## src/fdcr_defs.vh

```
/*
 * constants for the floppy configuration register bank:
 * register indices, field positions, reset values, bus answers.
 * assumes: included by fdcr_top.v only; definitions only.
 */
`ifndef FDCR_DEFS_VH
`define FDCR_DEFS_VH

// ----------------------------------------
// register indices (byte address = 4 * index)
// ----------------------------------------
`define FDCR_IDX_MODE 10'h0F0
`define FDCR_IDX_OPTION 10'h0F1
`define FDCR_IDX_DTYPE 10'h0F2
`define FDCR_IDX_RSVD_F3 10'h0F3
`define FDCR_IDX_DRV0 10'h0F4
`define FDCR_IDX_RSVD_F5 10'h0F5
`define FDCR_IDX_EXT_CTRL 10'h0F8
`define FDCR_IDX_STATUS 10'h0F9

// ----------------------------------------
// decoded register selects
// ----------------------------------------
`define FDCR_SEL_NONE 4'h0
`define FDCR_SEL_MODE 4'h1
`define FDCR_SEL_OPTION 4'h2
`define FDCR_SEL_DTYPE 4'h3
`define FDCR_SEL_RSVD 4'h4
`define FDCR_SEL_DRV0 4'h5
`define FDCR_SEL_EXT_CTRL 4'h6
`define FDCR_SEL_STATUS 4'h7

// ----------------------------------------
// reset values
// ----------------------------------------
`define FDCR_MODE_RST 8'h0E
`define FDCR_OPTION_RST 8'h00
`define FDCR_DTYPE_RST 8'hFF
`define FDCR_DRV0_RST 8'h00
`define FDCR_EXT_CTRL_RST 8'h00
`define FDCR_SYNC_RST 3'h7

// ----------------------------------------
// field positions
// ----------------------------------------
`define FDCR_MODE_ENH 0
`define FDCR_MODE_NONBURST 1
`define FDCR_MODE_IF_HI 3
`define FDCR_MODE_IF_LO 2
`define FDCR_MODE_PUSH_PULL 6
`define FDCR_MODE_TRISTATE 7
`define FDCR_OPT_FORCE_WP 0
`define FDCR_OPT_DENS_HI 3
`define FDCR_OPT_DENS_LO 2
`define FDCR_DRV0_DT_HI 1
`define FDCR_DRV0_DT_LO 0
`define FDCR_DRV0_RATE 3
`define FDCR_DRV0_PRECOMP_DIS 6
`define FDCR_EXT_WP_FORCE 0

// ----------------------------------------
// field encodings and masks
// ----------------------------------------
`define FDCR_IF_AT 2'h3
`define FDCR_IF_LEGACY2 2'h1
`define FDCR_IF_LEGACY3 2'h0
`define FDCR_DENS_FORCE_ONE 2'h2
`define FDCR_DENS_FORCE_ZERO 2'h3
`define FDCR_DRV0_WMASK 8'h5B
`define FDCR_EXT_WMASK 8'h01
`define FDCR_BOOT_DRIVE 2'h0

// ----------------------------------------
// bus answers
// ----------------------------------------
`define FDCR_RESP_OKAY 2'h0
`define FDCR_RESP_SLVERR 2'h2
`define FDCR_ZERO32 32'h00000000

`endif

```

## src/fdcr_top.v

```verilog
/*
 * floppy controller configuration register bank with an axi4-lite slave.
 * assumes: one clock, async active-low reset (the super-i/o domain reset),
 * drive-side pins arrive asynchronously, core signals share the clock.
 */
`timescale 1ns/1ps
`include "fdcr_defs.vh"

module fdcr_top #(
	parameter NUM_PINS = 8,
	parameter ADDR_W = 12
) (
	input wire clk_sys_i,
	input wire resetn_i,
	input wire [ADDR_W-1:0] s_axi_awaddr_i,
	input wire s_axi_awvalid_i,
	output wire s_axi_awready_o,
	input wire [31:0] s_axi_wdata_i,
	input wire [3:0] s_axi_wstrb_i,
	input wire s_axi_wvalid_i,
	output wire s_axi_wready_o,
	output wire [1:0] s_axi_bresp_o,
	output wire s_axi_bvalid_o,
	input wire s_axi_bready_i,
	input wire [ADDR_W-1:0] s_axi_araddr_i,
	input wire s_axi_arvalid_i,
	output wire s_axi_arready_o,
	output wire [31:0] s_axi_rdata_o,
	output wire [1:0] s_axi_rresp_o,
	output wire s_axi_rvalid_o,
	input wire s_axi_rready_i,
	input wire write_protect_pin_n_i,
	input wire drive0_select_n_i,
	input wire drive1_select_n_i,
	input wire density_core_i,
	input wire [NUM_PINS-1:0] core_pin_val_i,
	output wire core_enhanced_mode_o,
	output wire core_nonburst_dma_o,
	output wire core_at_mode_o,
	output wire core_legacy2_mode_o,
	output wire core_legacy3_mode_o,
	output wire core_write_protect_n_o,
	output wire status_register_a_wp_o,
	output wire density_o,
	output wire [1:0] drive_type_bits_o,
	output wire rate_table_select_o,
	output wire precomp_disable_o,
	output wire [1:0] boot_drive_o,
	output wire [NUM_PINS-1:0] fdc_pin_o,
	output wire [NUM_PINS-1:0] fdc_pin_oe_o
);

	// ----------------------------------------
	// address decode
	// ----------------------------------------
	function [3:0] reg_sel;
		input [ADDR_W-1:0] addr;
		begin
			case (addr[ADDR_W-1:2])
				`FDCR_IDX_MODE: reg_sel = `FDCR_SEL_MODE;
				`FDCR_IDX_OPTION: reg_sel = `FDCR_SEL_OPTION;
				`FDCR_IDX_DTYPE: reg_sel = `FDCR_SEL_DTYPE;
				`FDCR_IDX_RSVD_F3: reg_sel = `FDCR_SEL_RSVD;
				`FDCR_IDX_DRV0: reg_sel = `FDCR_SEL_DRV0;
				`FDCR_IDX_RSVD_F5: reg_sel = `FDCR_SEL_RSVD;
				`FDCR_IDX_EXT_CTRL: reg_sel = `FDCR_SEL_EXT_CTRL;
				`FDCR_IDX_STATUS: reg_sel = `FDCR_SEL_STATUS;
				default: reg_sel = `FDCR_SEL_NONE;
			endcase
		end
	endfunction

	// ----------------------------------------
	// state
	// ----------------------------------------
	reg [7:0] mode_q;
	reg [7:0] option_q;
	reg [7:0] dtype_q;
	reg [7:0] drv0_q;
	reg [7:0] ext_ctrl_q;
	reg [2:0] sync1_q;
	reg [2:0] sync2_q;
	reg aw_full_q;
	reg w_full_q;
	reg [ADDR_W-1:0] awaddr_q;
	reg [7:0] wdata_q;
	reg wstrb0_q;
	reg awready_q;
	reg wready_q;
	reg bvalid_q;
	reg [1:0] bresp_q;
	reg arready_q;
	reg rvalid_q;
	reg [1:0] rresp_q;
	reg [31:0] rdata_q;
	reg enh_q;
	reg nonburst_q;
	reg at_q;
	reg leg2_q;
	reg leg3_q;
	reg core_wp_n_q;
	reg sra_wp_q;
	reg density_q;
	reg [1:0] dt_q;
	reg rate_q;
	reg precomp_dis_q;
	reg [1:0] boot_q;
	reg [NUM_PINS-1:0] pin_q;
	reg [NUM_PINS-1:0] pin_oe_q;

	// ----------------------------------------
	// pin synchronisers
	// ----------------------------------------
	always @(posedge clk_sys_i or negedge resetn_i) begin
		if (!resetn_i) begin
			sync1_q <= `FDCR_SYNC_RST;
			sync2_q <= `FDCR_SYNC_RST;
		end else begin
			sync1_q <= {drive1_select_n_i, drive0_select_n_i, write_protect_pin_n_i};
			sync2_q <= sync1_q;
		end
	end

	wire wp_pin_act = ~sync2_q[0];
	wire ds0_act = ~sync2_q[1];
	wire ds1_act = ~sync2_q[2];

	// ----------------------------------------
	// write channel
	// ----------------------------------------
	wire aw_take = s_axi_awvalid_i & awready_q;
	wire w_take = s_axi_wvalid_i & wready_q;
	wire wr_go = aw_full_q & w_full_q & ~bvalid_q;
	wire [3:0] wsel = reg_sel(awaddr_q);
	wire wr_en = wr_go & wstrb0_q;

	reg aw_full_d;
	reg w_full_d;
	reg bvalid_d;

	always @* begin
		aw_full_d = aw_full_q;
		w_full_d = w_full_q;
		bvalid_d = bvalid_q;
		if (aw_take) begin
			aw_full_d = 1'b1;
		end
		if (w_take) begin
			w_full_d = 1'b1;
		end
		if (wr_go) begin
			aw_full_d = 1'b0;
			w_full_d = 1'b0;
			bvalid_d = 1'b1;
		end else if (bvalid_q & s_axi_bready_i) begin
			bvalid_d = 1'b0;
		end
	end

	always @(posedge clk_sys_i or negedge resetn_i) begin
		if (!resetn_i) begin
			aw_full_q <= 1'b0;
			w_full_q <= 1'b0;
			awready_q <= 1'b0;
			wready_q <= 1'b0;
			bvalid_q <= 1'b0;
			bresp_q <= `FDCR_RESP_OKAY;
			awaddr_q <= {ADDR_W{1'b0}};
			wdata_q <= 8'h00;
			wstrb0_q <= 1'b0;
		end else begin
			aw_full_q <= aw_full_d;
			w_full_q <= w_full_d;
			awready_q <= ~aw_full_d & ~bvalid_d;
			wready_q <= ~w_full_d & ~bvalid_d;
			bvalid_q <= bvalid_d;
			if (aw_take) begin
				awaddr_q <= s_axi_awaddr_i;
			end
			if (w_take) begin
				wdata_q <= s_axi_wdata_i[7:0];
				wstrb0_q <= s_axi_wstrb_i[0];
			end
			if (wr_go) begin
				bresp_q <= (wsel == `FDCR_SEL_NONE) ? `FDCR_RESP_SLVERR : `FDCR_RESP_OKAY;
			end
		end
	end

	// ----------------------------------------
	// configuration registers
	// ----------------------------------------
	always @(posedge clk_sys_i or negedge resetn_i) begin
		if (!resetn_i) begin
			mode_q <= `FDCR_MODE_RST;
			option_q <= `FDCR_OPTION_RST;
			dtype_q <= `FDCR_DTYPE_RST;
			drv0_q <= `FDCR_DRV0_RST;
			ext_ctrl_q <= `FDCR_EXT_CTRL_RST;
		end else if (wr_en) begin
			case (wsel)
				`FDCR_SEL_MODE: mode_q <= wdata_q;
				`FDCR_SEL_OPTION: option_q <= wdata_q;
				`FDCR_SEL_DTYPE: dtype_q <= wdata_q;
				`FDCR_SEL_DRV0: drv0_q <= wdata_q & `FDCR_DRV0_WMASK;
				`FDCR_SEL_EXT_CTRL: ext_ctrl_q <= wdata_q & `FDCR_EXT_WMASK;
				default: ext_ctrl_q <= ext_ctrl_q;
			endcase
		end
	end

	// ----------------------------------------
	// read channel
	// ----------------------------------------
	wire ar_take = s_axi_arvalid_i & arready_q;
	wire [3:0] rsel = reg_sel(s_axi_araddr_i);
	wire [7:0] status_byte = {3'h0, wp_pin_act, ds1_act, ds0_act, density_q, ~core_wp_n_q};

	reg [7:0] rbyte;

	always @* begin
		case (rsel)
			`FDCR_SEL_MODE: rbyte = mode_q;
			`FDCR_SEL_OPTION: rbyte = option_q;
			`FDCR_SEL_DTYPE: rbyte = dtype_q;
			`FDCR_SEL_DRV0: rbyte = drv0_q & `FDCR_DRV0_WMASK;
			`FDCR_SEL_EXT_CTRL: rbyte = ext_ctrl_q;
			`FDCR_SEL_STATUS: rbyte = status_byte;
			default: rbyte = 8'h00;
		endcase
	end

	reg rvalid_d;

	always @* begin
		rvalid_d = rvalid_q;
		if (ar_take) begin
			rvalid_d = 1'b1;
		end else if (rvalid_q & s_axi_rready_i) begin
			rvalid_d = 1'b0;
		end
	end

	always @(posedge clk_sys_i or negedge resetn_i) begin
		if (!resetn_i) begin
			arready_q <= 1'b0;
			rvalid_q <= 1'b0;
			rresp_q <= `FDCR_RESP_OKAY;
			rdata_q <= `FDCR_ZERO32;
		end else begin
			arready_q <= ~rvalid_d;
			rvalid_q <= rvalid_d;
			if (ar_take) begin
				rdata_q <= {24'h000000, rbyte};
				rresp_q <= (rsel == `FDCR_SEL_NONE) ? `FDCR_RESP_SLVERR : `FDCR_RESP_OKAY;
			end
		end
	end

	// ----------------------------------------
	// core steering
	// ----------------------------------------
	wire [1:0] if_mode = mode_q[`FDCR_MODE_IF_HI:`FDCR_MODE_IF_LO];
	wire [1:0] dens_sel = option_q[`FDCR_OPT_DENS_HI:`FDCR_OPT_DENS_LO];
	wire force_wp = option_q[`FDCR_OPT_FORCE_WP];
	wire wp_active = ((ds0_act | ds1_act) & force_wp) | wp_pin_act |
		ext_ctrl_q[`FDCR_EXT_WP_FORCE];

	reg density_d;

	always @* begin
		case (dens_sel)
			`FDCR_DENS_FORCE_ONE: density_d = 1'b1;
			`FDCR_DENS_FORCE_ZERO: density_d = 1'b0;
			default: density_d = density_core_i;
		endcase
	end

	always @(posedge clk_sys_i or negedge resetn_i) begin
		if (!resetn_i) begin
			enh_q <= 1'b0;
			nonburst_q <= 1'b1;
			at_q <= 1'b1;
			leg2_q <= 1'b0;
			leg3_q <= 1'b0;
			core_wp_n_q <= 1'b1;
			sra_wp_q <= 1'b0;
			density_q <= 1'b0;
			dt_q <= 2'h0;
			rate_q <= 1'b0;
			precomp_dis_q <= 1'b0;
			boot_q <= `FDCR_BOOT_DRIVE;
		end else begin
			enh_q <= mode_q[`FDCR_MODE_ENH];
			nonburst_q <= mode_q[`FDCR_MODE_NONBURST];
			at_q <= (if_mode == `FDCR_IF_AT);
			leg2_q <= (if_mode == `FDCR_IF_LEGACY2);
			leg3_q <= (if_mode == `FDCR_IF_LEGACY3);
			core_wp_n_q <= ~wp_active;
			sra_wp_q <= wp_active;
			density_q <= density_d;
			dt_q <= drv0_q[`FDCR_DRV0_DT_HI:`FDCR_DRV0_DT_LO];
			rate_q <= drv0_q[`FDCR_DRV0_RATE];
			precomp_dis_q <= drv0_q[`FDCR_DRV0_PRECOMP_DIS];
			boot_q <= `FDCR_BOOT_DRIVE;
		end
	end

	// ----------------------------------------
	// floppy output pin drivers
	// ----------------------------------------
	wire push_pull = mode_q[`FDCR_MODE_PUSH_PULL];
	wire tristate = mode_q[`FDCR_MODE_TRISTATE];

	genvar gi;
	generate
		for (gi = 0; gi < NUM_PINS; gi = gi + 1) begin : g_pin
			always @(posedge clk_sys_i or negedge resetn_i) begin
				if (!resetn_i) begin
					pin_q[gi] <= 1'b0;
					pin_oe_q[gi] <= 1'b0;
				end else begin
					pin_q[gi] <= push_pull & core_pin_val_i[gi];
					pin_oe_q[gi] <= ~tristate & (push_pull | ~core_pin_val_i[gi]);
				end
			end
		end
	endgenerate

	// ----------------------------------------
	// outputs
	// ----------------------------------------
	assign s_axi_awready_o = awready_q;
	assign s_axi_wready_o = wready_q;
	assign s_axi_bvalid_o = bvalid_q;
	assign s_axi_bresp_o = bresp_q;
	assign s_axi_arready_o = arready_q;
	assign s_axi_rvalid_o = rvalid_q;
	assign s_axi_rresp_o = rresp_q;
	assign s_axi_rdata_o = rdata_q;
	assign core_enhanced_mode_o = enh_q;
	assign core_nonburst_dma_o = nonburst_q;
	assign core_at_mode_o = at_q;
	assign core_legacy2_mode_o = leg2_q;
	assign core_legacy3_mode_o = leg3_q;
	assign core_write_protect_n_o = core_wp_n_q;
	assign status_register_a_wp_o = sra_wp_q;
	assign density_o = density_q;
	assign drive_type_bits_o = dt_q;
	assign rate_table_select_o = rate_q;
	assign precomp_disable_o = precomp_dis_q;
	assign boot_drive_o = boot_q;
	assign fdc_pin_o = pin_q;
	assign fdc_pin_oe_o = pin_oe_q;

endmodule

```

## config.mk

```make
export PLATFORM = sky130hd
export DESIGN_NAME = fdcr_top
export DESIGN_NICKNAME = d
export VERILOG_FILES = /design/src/fdcr_top.v
export VERILOG_INCLUDE_DIRS = /design/src
export SDC_FILE = /design/constraint.sdc
export NUM_CORES = 1
export LEC_CHECK = 0
export ABC_AREA = 1
export BUFFER_PORTS_ARGS = -buffer_cell sky130_fd_sc_hd__buf_2
export CAP_MARGIN = 0
export CORE_MARGIN = 2
export CORE_UTILIZATION = 30
export CTS_CLUSTER_SIZE = 24
export DETAILED_ROUTE_END_ITERATION = 8
export HOLD_SLACK_MARGIN = 0.03
export PLACE_DENSITY = 0.49
export SYNTH_ARGS = -nofsm -noshare
export SYNTH_HDL_FRONTEND = slang
export SYNTH_SLANG_ARGS = --single-unit
```

## constraint.sdc

```tcl
create_clock -name clk_sys_i -period 4.06 [get_ports clk_sys_i]
set_input_delay 0.406 -clock clk_sys_i [delete_from_list [all_inputs] [get_ports clk_sys_i]]
set_output_delay 0.406 -clock clk_sys_i [all_outputs]
set_load 0.1 [all_outputs]
```

Yosys cells after proc, flatten, opt, wreduce, memory -nomap -nowiden
Index checks and enable logic that the tools add are counted.

word-level totals
  memories = 0
  bits in read-only memories = 0
  bits in latches = 0
  output and inout port bits = 71
  bits in writable memories = 0
  word-level logic and storage cells = 159
  bits of input ports = 79
  register bits = 104

cells by class
  multipliers = 0
  reductions and logical operators = 10
  equality and inequality tests = 31
  mux-type cells = 14
  $add $sub $neg = 0
  shifts and indexed selects = 0
  magnitude comparators = 0
  bitwise gates (word level) = 57
  divide/modulo/power cells = 0

operators by type and width
  kind                                            count
  == test 10 x 8 -> 1 bit, second input constant  16
  one-hot mux 8 bit (6 select lines)              1
  one-hot mux 3 bit (7 select lines)              2
  AND 1 bit                                       27
  inverter 1 bit                                  19
  == test 4 x 3 -> 1 bit, second input constant   3
  OR 1 bit                                        11
  AND reduction 2 bit                             5
  == test 4 x 2 -> 1 bit, second input constant   2
  logical NOT 4 bit                               2
  two-way mux 1 bit                               8
  == test 2 bit, second input constant            3
  == test 3 x 2 -> 1 bit, second input constant   2
  == test 3 bit, second input constant            2
  == test 4 x 1 -> 1 bit, second input constant   1
  two-way mux 2 bit                               2
  OR reduction 2 bit                              2
  == test 3 x 1 -> 1 bit, second input constant   1
  == test 2 x 1 -> 1 bit, second input constant   1
  logical NOT 2 bit                               1
  one-hot mux 1 bit (2 select lines)              1

Logic depth before layout (Yosys ltp)
Gate-level depths: netlist of run 1.

  depth in word-level cells = 6
  gate-level depth with buffers = 12
  gate-level depth less buffers = 12

Worst setup path before layout of run 1
No wires, ideal clock.

  path type = register to register
  from = register bvalid_q (netlist: s_axi_bvalid_o)
  to = register option_q[6]
  path buffers = 1
  slack = 2.202 ns
  data required time = 3.940 ns
  arrival = 1.738 ns
  setup time = 0.120 ns
  cell stages (with the launch flop) = 8
  period minus slack after synthesis = 1.858 ns
  cells stage by stage = dfrtp_1 -> inv_1 -> nand3_1 -> nor2_2 -> nand3_1 -> buf_6 -> nand2_1 -> o21ai_2

between the ends
  cells in the longest elaborated chain, start to end = 4

RTL lines
  item                           RTL line        source
  start, declared                fdcr_top.v:90   reg bvalid_q;
  start signal, assigned         fdcr_top.v:176  bvalid_q <= bvalid_d;
  inverter 1 bit                 fdcr_top.v:133  wire wr_go = aw_full_q & w_full_q & ~bvalid_q;
  AND 1 bit                      fdcr_top.v:133
  AND 1 bit                      fdcr_top.v:135  wire wr_en = wr_go & wstrb0_q;
  AND reduction 2 bit (no line)  -
  end signal, assigned           fdcr_top.v:196  option_q <= `FDCR_OPTION_RST;
  end signal, assigned           fdcr_top.v:203  `FDCR_SEL_OPTION: option_q <= wdata_q;
  end, declared                  fdcr_top.v:77   reg [7:0] option_q;

No other way between the ends.
A chain may end at the register's enable or synchronous reset.

Worst setup path after layout of run 1
  from = register awaddr_q[5]
  to = register option_q[2]

between the ends
  cells in the longest elaborated chain, start to end = 5
  elaborated cells between the ends (all ways) = 12
  those cells by class = eq/ne (9); mux (1); reduce/logical (2)

RTL lines
  item                                  RTL line        source
  start, declared                       fdcr_top.v:85   reg [ADDR_W-1:0] awaddr_q;
  start signal, assigned                fdcr_top.v:168  awaddr_q <= {ADDR_W{1'b0}};
  start signal, assigned                fdcr_top.v:178  awaddr_q <= s_axi_awaddr_i;
  == test 10 x 8 -> 1 bit               fdcr_top.v:59   case (addr[ADDR_W-1:2])
  OR reduction 2 bit (no line)          -
  one-hot mux 3 bit (7 select lines) *  fdcr_top.v:59
  == test 3 x 2 -> 1 bit *              fdcr_top.v:201  case (wsel)
  AND reduction 2 bit (no line) *       -

Mark *: on every way between the ends. The rest lies on a longest branch, timed or not.

==> results of run 1 <==
critical path: stages, from the launching register on:
cell     delay (ps)
dfrtp_1         450
nor2_2          150
inv_1            90
nor4_1          290
nand3_1         670
nand2_1         270
o21ai_2          70
logic make-up after synthesis:
logic type | after synthesis
buffers and inverters | 87
and+or+nand+nor | 219
other | 1
DFF | 100
AOI/OAI and AO/OA | 71
worst max-delay path by stage:
stage / cells past startpoint / startpoint / slack, ps / end
after global placement: 6 / awaddr_q[5] / 2080 / option_q[7]
after detailed placement: 6 / awaddr_q[5] / 1980 / option_q[0]
after CTS: 6 / awaddr_q[5] / 1940 / option_q[2]
after floorplan: 7 / s_axi_bvalid_o / 2200 / option_q[6]
final: 6 / awaddr_q[5] / 1900 / option_q[2]
after global routing: 6 / awaddr_q[5] / 1750 / option_q[4]
stage by stage:
| stage | util | cell area, um^2 |
|---|---|---|
| after floorplan | - | 4490 |
| after global placement | 0.342 | 4930 |
| after detailed placement | 0.342 | 4930 |
| after CTS | 0.365 | 5270 |
| after global routing | 0.365 | 5270 |
| final | 0.365 | 5270 |
registers in the layout (all words and copies together), names as in the netlist, 2 cells and up:
signal and cells:
drv0_q 5, fdc_pin_oe_o 8, mode_q 8, awaddr_q 10, sync1_q 3, dtype_q 8
option_q 8, s_axi_rdata_o 8, sync2_q 3, wdata_q 8, drive_type_bits_o 2, fdc_pin_o 8
per-layer routing:
| layer | global-route usage | vias up | routed length, um |
|---|---|---|---|
| li1 | - | 1657 | - |
| met4 | 0.0451 | 0 | 93 |
| met1 | 0.174 | 1568 | 4760 |
| met2 | 0.198 | 88 | 4460 |
| met5 | 0 | - | 0 |
| met3 | 0.0287 | 6 | 462 |
Yosys cell counts (3+ instances only):
| library cell | n | area (um^2) |
|---|---|---|
| inv_1 | 46 | 173 |
| nor2_1 | 21 | 78.8 |
| nand4_1 | 9 | 56.3 |
| nand2_2 | 4 | 25.0 |
| buf_4 | 28 | 210 |
| dfstp_2 | 20 | 526 |
| nand2_1 | 141 | 529 |
| dfrtp_1 | 80 | 2000 |
| o21ai_2 | 16 | 140 |
| nor3_1 | 3 | 15.0 |
| clkbuf_1 | 4 | 15.0 |
| nor2_2 | 5 | 31.3 |
| a21oi_1 | 12 | 60.1 |
| o21ai_0 | 39 | 195 |
| nand3_1 | 25 | 125 |
| inv_2 | 3 | 11.3 |
power groups by stage:
stage	Combinational [mW]	Sequential [mW]	Clock (mW)
4_1_cts	0.781	1.21	0.999
3_5_place_dp	0.778	1.23	0
3_3_place_gp	0.763	1.22	0
5_1_grt	0.847	1.22	1.04
2_1_floorplan	0.406	1.44	0
6_report	0.773	1.21	0.971
area by class of cell:
cell class	instances	area, um^2
clock buffer	10	229
clock inverter	6	111
fill	1493	9160
inverter	51	194
multi-input combinational	318	1520
sequential	100	2530
tap	184	230
timing repair buffer	91	460
==> out/qor.csv, run 1 <==
metric,value,unit
final_common_cell,nand2_1,
synth_seq_cells,100,
switching_share,0.368,
hold_path_class,in -> reg,
min-delay-start,write_protect_pin_n_i,
synth_cell_types,33,
clock_latency,340,ps
ir_drop,0.557,mV
cts_hold_buf,0,
cp-start-kind,flop,
drcViolationCount,0,
core,0.0144,mm^2
period_needed,2160,ps
r2r_slack,1900,ps
whs,169,ps
synth_edf_count,0,
finalNonFillerCells,760,
wl_per_cell,12.9,um
crit_type,reg -> reg,
cts_setup_buffers,0,
grt_use_total,0.127,
synth-compound-area-share,0.0963,
min_path_cells,1,
rsz0062_at_grt,no,
grt-ovfl-total,0,
synth_simple_gate_area_frac,0.225,
setup_viol,0,
gp_congestion,0.776,
power_frac_comb,0.262,
syn_to_final_growth,19.9,%
cp_data_arrival_time,2350,ps
max_clock_freq,0.464,GHz
synth_top_family_by_area,simple AND/OR/NAND/NOR gates,
ant_nets,0,
synthArstFlopShare,1.00,
die_width,125,um
final_hold_viol_count,0,
rr_startpoint,awaddr_q[5],
switchingPower,1.09,mW
holdPathEnd,sync1_q[0],
vias,3319,
cts_buffer_depth,2,
grt_pass1_wl,15900,um
critPathCaptureType,flop,
final_cell_mix,"nand2_1, buf_2, dfrtp_1",
diodes,0,
syn_avg_cell_area,9.19,um^2
dpl_worst_slack,1980,ps
numCtsBuffers,9,
grt_pass1_vias,3187,
setup_tns,0,ps
worst_slack,1900,ps
drtPass1Iterations,4,
post-route-period-util,0.531,
seq_power_share,0.410,
power.density,561,mW/mm^2
status,"finished, final reports clean",
timing.final.max_slew_violations,0,
synthMuxAreaShare,0,
pin_count,150,
power.internal,1.87,mW
drt_wl_total,9780,um
place_inst,744,
via_per_inst,4.37,
netlist_area,0.00439,mm^2
std_cell_rows,44,
clockRootBuffer,clkbuf_16,
power_leakage,2.72,nW
clk_pin_slew_worst_paths,60,ps
die_area,0.0156,mm^2
drtIter0Drc,128,
r2r_cells,6,
htree_levels,3,
pwr-share-clk,0.329,
synth_flop_cell,dfrtp_1,
power,2.95,mW
ctsResizeCount,0,
place_hpwl,7150,um
grt_max_degree,75,
drv_cap,0,
skew,6.46,ps
synth_fa_ha_area_frac,0,
die_h,125,um
tritoncts,done,
r2r_end,option_q[2],
slew_headroom,0.385,
ys_seq_area_frac,0.575,
worst-slew-pin-transition,923,ps
yosysWarningCount,0,
port_buffers,90,
synthXorXnorAreaFrac,0,
initial_utilization,0.304,
antenna_found_initial,0,
cts.sinks,100,
required,4250,ps
syn_inst,478,
final_nets,650,
layout-drive-gt1-share,0.285,
cp_max_fo,16,
(Power assumes the default switching activity.)
==> inputs of run 2 (changes only) <==
Clock period 4.06 ns to 2.1 ns, I/O delays scaled along.
==> out/qor.csv, run 2 (synthesized netlist as in run 1, its figures left out) <==
metric,value,unit
grt_pass1_vias,3349,
utilization,0.369,
syn_to_final_growth,21.3,%
grt-ovfl-total,0,
use_met1,0.181,
skew,6.37,ps
required,2360,ps
setup_viol,0,
max_clock_freq,0.597,GHz
place_inst,748,
min_path_cells,2,
cp_max_fo,16,
final_cell_mix,"nand2_1, buf_2, dfrtp_1",
clockRootBuffer,clkbuf_16,
dpl_worst_slack,445,ps
ir_drop,0.769,mV
initial_utilization,0.304,
largest_register_ffs,10,
pin_count,150,
clock_latency,340,ps
die_area,0.0156,mm^2
htree_levels,3,
wl_per_cell,12.7,um
path_common_cell,nand2_1,
rr_startpoint,awaddr_q[3],
power_leakage,2.75,nW
grt_use_total,0.131,
place_hpwl,7220,um
critPathTopFamily,simple AND/OR/NAND/NOR gates,
drcViolationCount,0,
whs,51.2,ps
timing.final.max_slew_violations,0,
std_cell_rows,44,
rsz0062_at_grt,no,
met2_usage,0.202,
worst_slack,424,ps
crit_type,reg -> reg,
status,"finished, final reports clean",
cp_slowest_stage_delay,420,ps
worst-slew-pin-transition,615,ps
crit_slowest_cell,dfrtp_1,
via_per_inst,4.29,
r2r_slack,420,ps
power.density,1040,mW/mm^2
power,5.53,mW
diodes,0,
final_nets,658,
layout-drive-gt1-share,0.286,
numCtsBuffers,9,
cts.sinks,100,
port_buffers,90,
hold_path_class,in -> reg,
antenna_found_initial,0,
drv_cap,0,
drtIter0Drc,131,
drtPass1Iterations,5,
core,0.0144,mm^2
cts_buffer_depth,2,
crit_path_cell_trace,"inv_1, nand2_1, a221oi_1, nand2_2, nand2_1, o21ai_2",
startpoint,awaddr_q[3],
min-delay-start,core_pin_val_i[2],
holdPathEnd,fdc_pin_oe_o[2],
finalNonFillerCells,768,
tritoncts,done,
drt_wl_total,9750,um
cp-start-kind,flop,
vias,3291,
gp_congestion,0.792,
period_needed,1680,ps
critPathCaptureType,flop,
final_common_cell,nand2_1,
ant_nets,0,
use_met3,0.0300,
cts_setup_buffers,0,
setup_tns,0,ps
die_h,125,um
grt_pass1_wl,16400,um
grt.busiest_layer,met2,
r2r_cells,6,
die_width,125,um
r2r_end,dtype_q[7],
slew_headroom,0.590,
critical_path_buf_inv_count,1,
grt_max_degree,47,
design_area,0.00533,mm^2
final_hold_viol_count,0,
cp_data_arrival_time,1940,ps
place_area,0.00498,mm^2
clk_pin_slew_worst_paths,60,ps
post-route-period-util,0.798,
largest-register,awaddr_q,
[run 2: area by class of cell]
class	instances	area, um^2
sequential	100	2530
fill	1502	9090
clock inverter	3	46.3
timing repair buffer	99	556
inverter	51	194
tap	184	230
multi-input combinational	318	1520
clock buffer	13	260
[run 2: how the worst max path moves through the flow]
stage / end / slack [ps] / cells past startpoint
6_report: dtype_q[7] / 420 / 6
5_1_grt: drv0_q[6] / 180 / 6
4_1_cts: dtype_q[5] / 420 / 6
3_5_place_dp: dtype_q[5] / 440 / 6
3_3_place_gp: dtype_q[7] / 480 / 6
2_1_floorplan: option_q[6] / 240 / 7
[run 2: repair_timing]
action                                 CTS  global route
endpoints found under the hold margin   39             0
hold buffers                             4             0
gates resized for setup                  0             0
[run 2: worst reg2reg max path, stage by stage, from the launching register on]
cell      delay, ps
dfrtp_1         420
inv_1           120
nand2_1         130
a221oi_1        390
nand2_2         330
nand2_1         170
o21ai_2          60
[run 2: power by group]
group | internal, mW | switching (mW) | total [mW]
clock network | 0.992 | 0.689 | 1.68
registers | 2.20 | 0.142 | 2.34
logic | 0.255 | 1.25 | 1.51
total | 3.45 | 2.08 | 5.53
[run 2: layer usage]
layer | wire, um | vias to the layer above | part of all wire
met5 | 0 | - | 0
met4 | 137 | 0 | 0.014
met3 | 481 | 9 | 0.049
met2 | 4400 | 88 | 0.45
met1 | 4730 | 1527 | 0.48
li1 | - | 1667 | -
